===== src/rtl/initial_reset_defines.svh =====
// constants of the initial reset controller: offsets, field positions,
// reset values and timing counts; assumes a 50 MHz core clock
`ifndef INITIAL_RESET_DEFINES_SVH
`define INITIAL_RESET_DEFINES_SVH

// ==========================================================
// register offsets (word index on the plain register port)
`define ADDR_W 4
`define ADDR_STATUS 4'h0
`define ADDR_WIDE_SP 4'h1
`define ADDR_NIBBLE_SP 4'h2
`define ADDR_EXT 4'h3
`define ADDR_PC 4'h4
`define ADDR_FLAGS 4'h5
`define ADDR_PIN_SEL 4'h6
`define ADDR_OUT_PORT 4'h7
`define ADDR_IO_DATA 4'h8
`define ADDR_IO_DIR 4'h9
`define ADDR_AN_PORT 4'hA

// ==========================================================
// field positions
`define ST_CORE_RESET 0
`define ST_LATCH 1
`define ST_INT_MASKED 2
`define ST_EXT_FLAG 3
`define ST_INT_FLAG 4
`define ST_ANALOG_RESET 5
`define FL_INT_FLAG 0
`define PS_TIMER 0
`define PS_FREQ 1
`define PS_SERIAL 2
`define PS_SLAVE 3
`define PS_ANALOG_LSB 4
`define IO_SERIAL_IN 4
`define IO_SERIAL_OUT 5
`define IO_SLAVE_READY 7
`define OUT_TIMER 2
`define OUT_FREQ 3

// ==========================================================
// reset values
`define PC_RESET 16'h0110
`define OUT_PORT_RESET 12'hFFF
`define IO_DIR_RESET 16'h0000
`define AN_DIR_RESET 4'h0
`define PIN_SEL_RESET 8'h00

// ==========================================================
// timing: low-speed oscillator divided down to the release signal
`define CLK_HZ 50000000
`define OSC_HZ 32768
`define RELEASE_HZ 2
`define DIV_PERIOD (`OSC_HZ / `RELEASE_HZ)
`define DIV_W 14
`define RELEASE_MAX_MS 250
`define RELEASE_MAX_CYC ((`RELEASE_MAX_MS * (`CLK_HZ / 1000)))
`define PIN_LOW_MIN_US 100
`define PIN_LOW_MIN_CYC ((`PIN_LOW_MIN_US * (`CLK_HZ / 1000000)))
`define POWERUP_LOW_MIN_US 2000

`endif


===== src/rtl/initial_reset_pkg.sv =====
// types of the initial reset controller
// assumes initial_reset_defines.svh for widths of fields
`include "initial_reset_defines.svh"

package initial_reset_pkg;

    // ==========================================================
    // state of the main controller
    typedef struct packed {
        logic resetLatch;
        logic coreReset;
        logic analogReset;
        logic [15:0] programCounter;
        logic intFlag;
        logic extFlag;
        logic [7:0] extensionReg;
        logic [7:0] wideSp;
        logic [7:0] nibbleSp;
        logic wideSpSet;
        logic nibbleSpSet;
        logic [7:0] pinSel;
        logic [11:0] outPort;
        logic [15:0] ioData;
        logic [15:0] ioDir;
        logic [3:0] anData;
        logic [3:0] anDir;
        logic [31:0] rdData;
    } ctrl_state_t;

    // ==========================================================
    // state of the release divider
    typedef struct packed {
        logic oscPrev;
        logic [`DIV_W-1:0] count;
    } div_state_t;

endpackage


===== src/rtl/release_if.sv =====
// link between the reset controller and its release divider
// both ends run on the same core clock
`timescale 1ns/1ns

interface release_if;
    logic oscLevel;
    logic twoHzHigh;

    modport ctrl (output oscLevel, input twoHzHigh);
    modport div (input oscLevel, output twoHzHigh);
endinterface

===== src/rtl/initial_reset_control.sv =====
// initial reset controller: reset latch, cpu reset values, stack pointer
// interrupt mask, extension flag and shared pin defaults
// assumes pins and oscillator level synchronous to core_clk
//
// Function
// - low reset pin starts reset, high releases
// - latch holds pin, drives internal reset
// - only 2 Hz high phase clears latch
// - release within 250 msec of pin high
// - reset loads counter 0110H, clears I, E
// - other cpu registers stay undefined
// - interrupts masked until both pointers written
// - extension register write sets extension flag
// - reset returns pins to plain port defaults
// - alternate pin functions only when selected
// - low pin also resets analog circuits
//
// The register addresses and strobed register access were left to the implementer.
`timescale 1ns/1ns
`include "initial_reset_defines.svh"

module initial_reset_control
#(
    parameter int RELEASE_MAX_CYC = `RELEASE_MAX_CYC
)
(
    input wire logic core_clk,
    input wire logic sys_rst,
    input wire logic resetPin_n,
    input wire logic low_speed_oscillator,
    input wire logic [`ADDR_W-1:0] regAddr,
    input wire logic [31:0] regWrData,
    input wire logic regWrStb,
    input wire logic regRdStb,
    output logic [31:0] regRdData,
    input wire logic instrStep,
    output logic coreReset,
    output logic analogReset,
    output logic [15:0] program_counter,
    output logic intEnable,
    output logic intMaskAll,
    output logic extFlag,
    input wire logic timer_output,
    input wire logic frequency_output,
    input wire logic serial_output,
    input wire logic slave_ready_output,
    output logic serial_input,
    output logic [11:0] outPort,
    input wire logic [15:0] ioPortIn,
    output logic [15:0] ioPortOut,
    output logic [15:0] ioPortOe,
    output logic [15:0] ioPortPullup,
    input wire logic [3:0] analogPortIn,
    output logic [3:0] analogPortOut,
    output logic [3:0] analogPortOe,
    output logic [3:0] analogSelect
);
    import initial_reset_pkg::*;

    ctrl_state_t st_r;
    ctrl_state_t st_nxt;
    release_if rel ();

    // ==========================================================
    // helpers

    // one decode used by both the write and the read path
    function automatic logic hit(input logic [`ADDR_W-1:0] a, input logic [`ADDR_W-1:0] r);
        hit = (a == r);
    endfunction

    // ==========================================================
    // release divider
    assign rel.oscLevel = low_speed_oscillator;

    release_divider divider
    (
        .core_clk(core_clk),
        .sys_rst(sys_rst),
        .rel(rel)
    );

    // ==========================================================
    // next state
    always_comb
    begin
        st_nxt = st_r;
        st_nxt.rdData = 32'h0000_0000;

        // latch is the internal reset source
        // cleared only by 2 Hz high, pin high
        if (!resetPin_n)
        begin
            st_nxt.resetLatch = 1'b1;
        end
        else if (rel.twoHzHigh)
        begin
            st_nxt.resetLatch = 1'b0;
        end

        // internal reset follows latch one edge later
        st_nxt.coreReset = st_r.resetLatch;
        // analog circuits see the pin directly as well
        st_nxt.analogReset = st_r.resetLatch | ~resetPin_n;

        // normal operation: writes are ignored while reset holds the cpu
        if (!st_r.coreReset)
        begin
            if (instrStep)
            begin
                st_nxt.programCounter = st_r.programCounter + 16'h0001;
                st_nxt.extFlag = 1'b0;
            end
            if (regWrStb)
            begin
                if (hit(regAddr, `ADDR_WIDE_SP))
                begin
                    // re-writing one pointer re-masks until the other
                    st_nxt.wideSp = regWrData[7:0];
                    st_nxt.wideSpSet = 1'b1;
                    if (st_r.wideSpSet && st_r.nibbleSpSet)
                    begin
                        st_nxt.nibbleSpSet = 1'b0;
                    end
                end
                if (hit(regAddr, `ADDR_NIBBLE_SP))
                begin
                    st_nxt.nibbleSp = regWrData[7:0];
                    st_nxt.nibbleSpSet = 1'b1;
                    if (st_r.wideSpSet && st_r.nibbleSpSet)
                    begin
                        st_nxt.wideSpSet = 1'b0;
                    end
                end
                // write sets flag, winning over step clear
                if (hit(regAddr, `ADDR_EXT))
                begin
                    st_nxt.extensionReg = regWrData[7:0];
                    st_nxt.extFlag = 1'b1;
                end
                if (hit(regAddr, `ADDR_FLAGS))
                begin
                    st_nxt.intFlag = regWrData[`FL_INT_FLAG];
                end
                if (hit(regAddr, `ADDR_PIN_SEL))
                begin
                    st_nxt.pinSel = regWrData[7:0];
                end
                if (hit(regAddr, `ADDR_OUT_PORT))
                begin
                    st_nxt.outPort = regWrData[11:0];
                end
                if (hit(regAddr, `ADDR_IO_DATA))
                begin
                    st_nxt.ioData = regWrData[15:0];
                end
                if (hit(regAddr, `ADDR_IO_DIR))
                begin
                    st_nxt.ioDir = regWrData[15:0];
                end
                if (hit(regAddr, `ADDR_AN_PORT))
                begin
                    st_nxt.anData = regWrData[3:0];
                    st_nxt.anDir = regWrData[7:4];
                end
            end
        end

        // read path: data stands in the next cycle only, unmapped reads zero
        if (regRdStb)
        begin
            if (hit(regAddr, `ADDR_STATUS))
            begin
                st_nxt.rdData[`ST_CORE_RESET] = st_r.coreReset;
                st_nxt.rdData[`ST_LATCH] = st_r.resetLatch;
                st_nxt.rdData[`ST_INT_MASKED] = ~(st_r.wideSpSet & st_r.nibbleSpSet);
                st_nxt.rdData[`ST_EXT_FLAG] = st_r.extFlag;
                st_nxt.rdData[`ST_INT_FLAG] = st_r.intFlag;
                st_nxt.rdData[`ST_ANALOG_RESET] = st_r.analogReset;
            end
            if (hit(regAddr, `ADDR_WIDE_SP))
            begin
                st_nxt.rdData[7:0] = st_r.wideSp;
            end
            if (hit(regAddr, `ADDR_NIBBLE_SP))
            begin
                st_nxt.rdData[7:0] = st_r.nibbleSp;
            end
            if (hit(regAddr, `ADDR_EXT))
            begin
                st_nxt.rdData[7:0] = st_r.extensionReg;
            end
            if (hit(regAddr, `ADDR_PC))
            begin
                st_nxt.rdData[15:0] = st_r.programCounter;
            end
            if (hit(regAddr, `ADDR_FLAGS))
            begin
                st_nxt.rdData[`FL_INT_FLAG] = st_r.intFlag;
            end
            if (hit(regAddr, `ADDR_PIN_SEL))
            begin
                st_nxt.rdData[7:0] = st_r.pinSel;
            end
            if (hit(regAddr, `ADDR_OUT_PORT))
            begin
                st_nxt.rdData[11:0] = st_r.outPort;
            end
            if (hit(regAddr, `ADDR_IO_DATA))
            begin
                st_nxt.rdData[15:0] = ioPortIn;
            end
            if (hit(regAddr, `ADDR_IO_DIR))
            begin
                st_nxt.rdData[15:0] = st_r.ioDir;
            end
            if (hit(regAddr, `ADDR_AN_PORT))
            begin
                st_nxt.rdData[7:0] = {st_r.anDir, analogPortIn};
            end
        end

        // fixed cpu values while internal reset holds
        // registers, pointers and data are left untouched
        // pins back to plain ports, outputs high
        if (st_r.coreReset)
        begin
            st_nxt.programCounter = `PC_RESET;
            st_nxt.intFlag = 1'b0;
            st_nxt.extFlag = 1'b0;
            st_nxt.wideSpSet = 1'b0;
            st_nxt.nibbleSpSet = 1'b0;
            st_nxt.pinSel = `PIN_SEL_RESET;
            st_nxt.outPort = `OUT_PORT_RESET;
            st_nxt.ioDir = `IO_DIR_RESET;
            st_nxt.anDir = `AN_DIR_RESET;
        end
    end

    // ==========================================================
    // state register
    // sys_rst acts as power-on: latch set so the cpu waits for release
    always_ff @(posedge core_clk)
    begin
        if (sys_rst)
        begin
            st_r <= '0;
            st_r.resetLatch <= 1'b1;
            st_r.coreReset <= 1'b1;
            st_r.analogReset <= 1'b1;
            st_r.programCounter <= `PC_RESET;
            st_r.outPort <= `OUT_PORT_RESET;
        end
        else
        begin
            st_r <= st_nxt;
        end
    end

    // ==========================================================
    // outputs
    assign regRdData = st_r.rdData;
    assign coreReset = st_r.coreReset;
    assign analogReset = st_r.analogReset;
    assign program_counter = st_r.programCounter;
    assign extFlag = st_r.extFlag;
    // everything, the non-maskable one too, masked
    assign intMaskAll = ~(st_r.wideSpSet & st_r.nibbleSpSet);
    assign intEnable = st_r.intFlag & ~intMaskAll;

    // alternate outputs replace port bits only when selected
    always_comb
    begin
        outPort = st_r.outPort;
        if (st_r.pinSel[`PS_TIMER])
        begin
            outPort[`OUT_TIMER] = timer_output;
        end
        if (st_r.pinSel[`PS_FREQ])
        begin
            outPort[`OUT_FREQ] = frequency_output;
        end
    end

    // serial lines take over the second group when enabled
    // inputs keep pull-ups, analog group floats
    always_comb
    begin
        ioPortOut = st_r.ioData;
        ioPortOe = st_r.ioDir;
        if (st_r.pinSel[`PS_SERIAL])
        begin
            ioPortOut[`IO_SERIAL_OUT] = serial_output;
            ioPortOe[`IO_SERIAL_OUT] = 1'b1;
            ioPortOe[`IO_SERIAL_IN] = 1'b0;
            if (st_r.pinSel[`PS_SLAVE])
            begin
                ioPortOut[`IO_SLAVE_READY] = slave_ready_output;
                ioPortOe[`IO_SLAVE_READY] = 1'b1;
            end
        end
        ioPortPullup = ~ioPortOe;
        serial_input = st_r.pinSel[`PS_SERIAL] & ioPortIn[`IO_SERIAL_IN];
    end

    // analog inputs select only on request; no pull-ups on this group
    assign analogSelect = st_r.pinSel[`PS_ANALOG_LSB +: 4];
    assign analogPortOut = st_r.anData;
    assign analogPortOe = st_r.anDir & ~analogSelect;

    // ==========================================================
    // checks

    // cycles since the pin went high with internal reset still set
    logic [31:0] relWait;
    always_ff @(posedge core_clk)
    begin
        if (sys_rst || !resetPin_n || !st_r.coreReset)
        begin
            relWait <= 32'h0000_0000;
        end
        else
        begin
            relWait <= relWait + 32'h0000_0001;
        end
    end

    pin_low_set_a: assert property (
        @(posedge core_clk) disable iff (sys_rst)
        !resetPin_n |=> st_r.resetLatch ##1 coreReset)
        else $error("low pin did not start reset");
    latch_clear_a: assert property (
        @(posedge core_clk) disable iff (sys_rst)
        $fell(st_r.resetLatch) |-> $past(resetPin_n) && $past(rel.twoHzHigh))
        else $error("latch cleared without pin high and release");
    release_edge_a: assert property (
        @(posedge core_clk) disable iff (sys_rst)
        $fell(coreReset) |-> $past(st_r.resetLatch, 2) && !$past(st_r.resetLatch))
        else $error("internal reset did not follow latch");
    release_time_a: assert property (
        @(posedge core_clk) disable iff (sys_rst)
        relWait <= 32'(RELEASE_MAX_CYC))
        else $error("release took longer than allowed");
    pc_load_a: assert property (
        @(posedge core_clk) disable iff (sys_rst)
        $fell(coreReset) |-> program_counter == `PC_RESET && !intEnable && !extFlag)
        else $error("cpu reset values wrong at release");
    mask_hold_a: assert property (
        @(posedge core_clk) disable iff (sys_rst)
        coreReset ##1 !coreReset |-> intMaskAll && !intEnable)
        else $error("interrupts unmasked before pointers written");
    ext_set_a: assert property (
        @(posedge core_clk) disable iff (sys_rst)
        regWrStb && hit(regAddr, `ADDR_EXT) && !coreReset |=> extFlag)
        else $error("extension write did not set flag");
    pin_default_a: assert property (
        @(posedge core_clk) disable iff (sys_rst)
        coreReset [*2] |-> outPort == `OUT_PORT_RESET && ioPortOe == 16'h0000
            && ioPortPullup == 16'hFFFF && analogPortOe == 4'h0)
        else $error("pins not at port defaults in reset");
    analog_reset_a: assert property (
        @(posedge core_clk) disable iff (sys_rst)
        !resetPin_n |=> analogReset)
        else $error("analog reset missed a low pin");
    alt_off_a: assert property (
        @(posedge core_clk) disable iff (sys_rst)
        !st_r.pinSel[`PS_SERIAL] |-> !serial_input && ioPortOe == st_r.ioDir)
        else $error("alternate pin active without selection");
endmodule


===== src/rtl/release_divider.sv =====
// divides the sampled low-speed oscillator down to the 2 Hz release level
// assumes the oscillator level is synchronous to core_clk
`timescale 1ns/1ns
`include "initial_reset_defines.svh"

module release_divider
(
    input wire logic core_clk,
    input wire logic sys_rst,
    release_if.div rel
);
    import initial_reset_pkg::*;

    div_state_t st_r;
    div_state_t st_nxt;

    // ==========================================================
    // divider
    // count rising oscillator edges; the top bit is the 2 Hz square wave
    always_comb
    begin
        st_nxt = st_r;
        st_nxt.oscPrev = rel.oscLevel;
        if (rel.oscLevel && !st_r.oscPrev)
        begin
            st_nxt.count = st_r.count + `DIV_W'(1);
        end
    end

    // state register
    always_ff @(posedge core_clk)
    begin
        if (sys_rst)
        begin
            st_r <= '0;
        end
        else
        begin
            st_r <= st_nxt;
        end
    end

    // high for the second half of each 2 Hz period, from a flip-flop
    // half period bounds release
    assign rel.twoHzHigh = st_r.count[`DIV_W-1];

    // ==========================================================
    // checks
    div_count_a: assert property (
        @(posedge core_clk) disable iff (sys_rst)
        (rel.oscLevel && !st_r.oscPrev)
            |=> (st_r.count == $past(st_r.count) + `DIV_W'(1)))
        else $error("divider missed an oscillator edge");
endmodule


===== config.mk =====
export PLATFORM = sky130hd
export DESIGN_NAME = initial_reset_control
export DESIGN_NICKNAME = d
export VERILOG_FILES = /design/src/rtl/initial_reset_pkg.sv /design/src/rtl/release_if.sv /design/src/rtl/initial_reset_control.sv /design/src/rtl/release_divider.sv
export VERILOG_INCLUDE_DIRS = /design/src /design/src/rtl
export SDC_FILE = /design/constraint.sdc
export NUM_CORES = 1
export LEC_CHECK = 0
export ABC_CLOCK_PERIOD_IN_PS = 3250
export BUFFER_PORTS_ARGS = -buffer_cell sky130_fd_sc_hd__buf_2
export CAP_MARGIN = 15
export CORE_UTILIZATION = 25
export CTS_BUF_LIST = sky130_fd_sc_hd__clkbuf_8
export CTS_CLUSTER_SIZE = 10
export DETAILED_ROUTE_END_ITERATION = 10
export GPL_TIMING_DRIVEN = 0
export HOLD_SLACK_MARGIN = 0.15
export MAX_ROUTING_LAYER = met4
export PLACE_DENSITY_LB_ADDON = 0.12
export REMOVE_ABC_BUFFERS = 1
export SETUP_SLACK_MARGIN = 0.15
export SYNTH_ARGS = -nofsm -noshare
export SYNTH_HDL_FRONTEND = slang
export SYNTH_SLANG_ARGS = --single-unit

===== constraint.sdc =====
create_clock -name core_clk -period 3.25 [get_ports core_clk]
set_input_delay 0.1625 -clock core_clk [delete_from_list [all_inputs] [get_ports core_clk]]
set_output_delay 0.1625 -clock core_clk [all_outputs]
set_load 0.02 [all_outputs]

==> summary.md <==
| Metric | Value |
|---|---|
| Clock Skew | between 0.015 and 0.02 ns |
| Tcrit/Tclk final | 88.53% |
| Least-Margin Pin Slew | between 1 and 1.5 ns |
| Share of layout cells above drive strength 1 | between 20% and 30% |
| Crit end category | register |
| # nets final | about 980 |
| Synth Cell Area | between 6000 and 7000 um^2 |
| Delay-heaviest family, CP | simple AND/OR/NAND/NOR gates |
| Dpl cells | around 1200 |
| Post-synth EDFFs | 0 |
| Via/cell ratio | ~4.6 |
| GPL Wtd Cong | ~0.75 |
| Die footprint | ~28000 um^2 |
| Syn_area_per_cell | 8.239 um^2 |
| Routed Antenna Nets | 0 |
| CP max stage delay | 0.92 ns |
| Port Buffers | 160 |
| Gr ovfl total | 0 |
| Peak supply drop | 0.0002646 V |
| Vias in the first global route | about 5600 |
| CP Depth | 6 |
| Critical Path RT | between 3 and 4 ns |
| Power Dens Cells | between 400 and 500 nW/um^2 |
| Core Area | roughly 27000 um^2 |
| CTS sink cnt | between 100 and 150 |
| Slew Limit Headroom | 22.90% |
| Yosys reg bits | roughly 140 |
| Outcome | finished, final reports clean |
| Die H | between 150 and 200 um |
| Root Buffer | clkbuf_8 |
| Top-count cell post-synth | nand2_1 |
| Mapped Cells | 831 |
| CTS Buffer Depth | 2 |
| Detailed Route Iter0 Violations | between 300 and 400 |
| Main combinational cell family by area after synthesis | simple AND/OR/NAND/NOR gates |
| Initial Util | between 20% and 30% |
| Post-synthesis mux area share | between 7 and 8% |
| Largest net degree at the start of global routing | 46 |
| CP Max Fanout | 42 |
| Fin Hold WS | 0.1683 ns |
| Post-layout min period | ~2.9 ns |
| Total power | 3.547 mW |
| Pre-Repair DR Iteration Count | 5 |
| DRC violations left | 0 |
| CP bufs+invs | 2 |
| Yosys warning total | 0 |
| Synth Area in Adders | 0.3655% |
| I/O pin count | roughly 190 |
| Area growth syn-to-layout | 16.21% |
| Worst Path Arrival | approximately 3.2 ns |
| Final Hold Viols | 0 |
| CP max-delay cell | nor2_1 |
| Initial antenna violation count | 0 |
| First-pass GRT wire length | 34420 um |
| Fmax | 347.5 MHz |
| Hold/Removal Path Class | in2reg |
| Post_cts resized | 0 |
| Yosys cell types | 67 |
| Setup TNS Final | 0 ns |
| Antenna Diode Count | 0 |
| Num rows | 60 |
| Cell taking the most area after synthesis | dfxtp_1 |
| Die Span X | 167.5 um |
| Routed vias | between 5000 and 6000 |
| Top cell type's share of synthesized area | between 40% and 50% |
| Final wirelength | about 23000 um |
| Setup violators final | 0 |
| Synth cell count leaders | nand2_1 (139), dfxtp_1 (138), buf_4 (99) |
| Final Max Slew Viols | 0 |
| Asr flop ratio synth | 0% |
| Post-synthesis compound-gate area fraction | between 10 and 15% |
| Simple-gate share of the synthesized area | approximately 22% |
| FF-to-FF path depth | 5 |
| CTS tree | built |
| Non-Filler Instances | 1268 |
| Hpwl dp | 16190 um |
| LEAKAGE | approximately 3.2 nW |
| CP Class | in2reg |
| Unrepaired setup endpoints after global routing | false |
| Cts bufs inserted | 17 |
| Synth Flop Type | dfxtp_1 |
| Synth area leaders | dfxtp_1 (40%), buf_4 (11%), nand2_1 (7.6%), a21oi_1 (5.8%), mux2i_1 (4.2%) |
| Register area share after synthesis | 40.35% |
| Hold depth | 5 |
| GR Util All Layers | 16.97% |
| Synth Area in XOR/XNOR | under 10% |
| Worst-Skew Late Latency | around 0.45 ns |
| Max Cap Viol | 0 |
| # H-tree levels | 4 |
| Worst-path clk slew | around 0.080 ns |
| Startpoint Class | input port |
| Critical-path cell list | buf_2 -> inv_1 -> nor2_1 -> nand2_1 -> o22ai_1 -> nor3_1 |
| DR WL/cell | ~18 um |
[cells in the final DEF, fill, tap and decap left out, types with 5 or more instances in the layout]
cell type and instances:
xnor2_1 14, clkinv_4 5, dlygate4sd3_1 31, dfxtp_1 138, nand2b_1 6, nor2b_1 12
inv_1 28, xor2_1 7, conb_1 16, nor3_1 8, or3_1 8, mux2_2 6
clkbuf_8 17, a21oi_1 80, mux2i_1 29, nor2_1 61, o22ai_1 5, nand3_1 41
buf_2 160, o21ai_0 22, nand2_1 139
[layer usage]
metal | vias to the layer above | track usage [%] | share of wire (%)
met5 | - | - | 0
met4 | 0 | 3.989 | 0.97
met3 | 17 | 3.002 | 4.6
met2 | 182 | 26.14 | 45
met1 | 2787 | 22.97 | 49
li1 | 2839 | - | -
[stage by stage]
stage / instance area (um^2) / setup slack (ns) / utilization (%)
after floorplan: 5947 / 1.540 / -
final: 7956 / 0.3727 / 29.60
after CTS: 7949 / 0.4607 / 29.58
after global routing: 7956 / 0.2280 / 29.60
after detailed placement: 7206 / -0.03153 / 26.81
after global placement: 7174 / -0.04214 / 26.69
[report_power, final]
group          switching (mW)  leakage, nW  internal (mW)  total, mW
clock                   0.747        0.227          0.839       1.59
combinational           0.166         1.86         0.0929      0.259
sequential            0.00465         1.11           1.70       1.70
total                   0.918         3.20           2.63       3.55
[worst min-delay path: stages]
cell     delay, ns
buf_2         0.09
o21ai_0       0.07
o31ai_1       0.07
o22ai_1       0.06
a21oi_1       0.13
[layout make-up]
type / instances / area (um^2)
fillers: 2948 / 18920
multi-input cells: 536 / 3083
flip-flops and latches: 138 / 2763
repair buffers: 194 / 1150
well taps: 341 / 426.7
clock buffers: 17 / 234.0
clock inverters: 15 / 198.9
inverters: 27 / 101.3
[kinds of logic (layout without fill, tap and decap cells)]
group | after synthesis | after routing
and+or+nand+nor | 314 | 314
buffers and inverters | 172 | 253
AOI/OAI and AO/OA | 141 | 141
DFF | 138 | 138
muxes | 42 | 42
xor gates and xnor gates | 21 | 21
adders and majority gates | 2 | 2
other | 1 | 16
[state kept, by name (all words and copies together) (netlist names), 4 cells and up]
name             flops
analogPortOut        4
ioPortOe            13
program_counter     16
regRdData           16
outPort             10
analogSelect         4
divider.st_r        14
st_r                42
ioPortOut           14
[worst paths after layout]
path | to | from | slack, ns
hold reg to reg | ioPortOut[10] | ioPortOut[10] | 0.45
setup reg to reg | ioPortOe[14] | coreReset | 1.28
hold / removal | regRdData[0] | ioPortIn[0] | 0.17
setup / recovery | regRdData[4] | regAddr[0] | 0.37
[what timing repair did]
item | in CTS | in global routing
hold buffers | 31 | 0
buffers inserted | 0 | 0
endpoints found under the hold margin | 104 | 0
(Power assumes the default switching activity.)
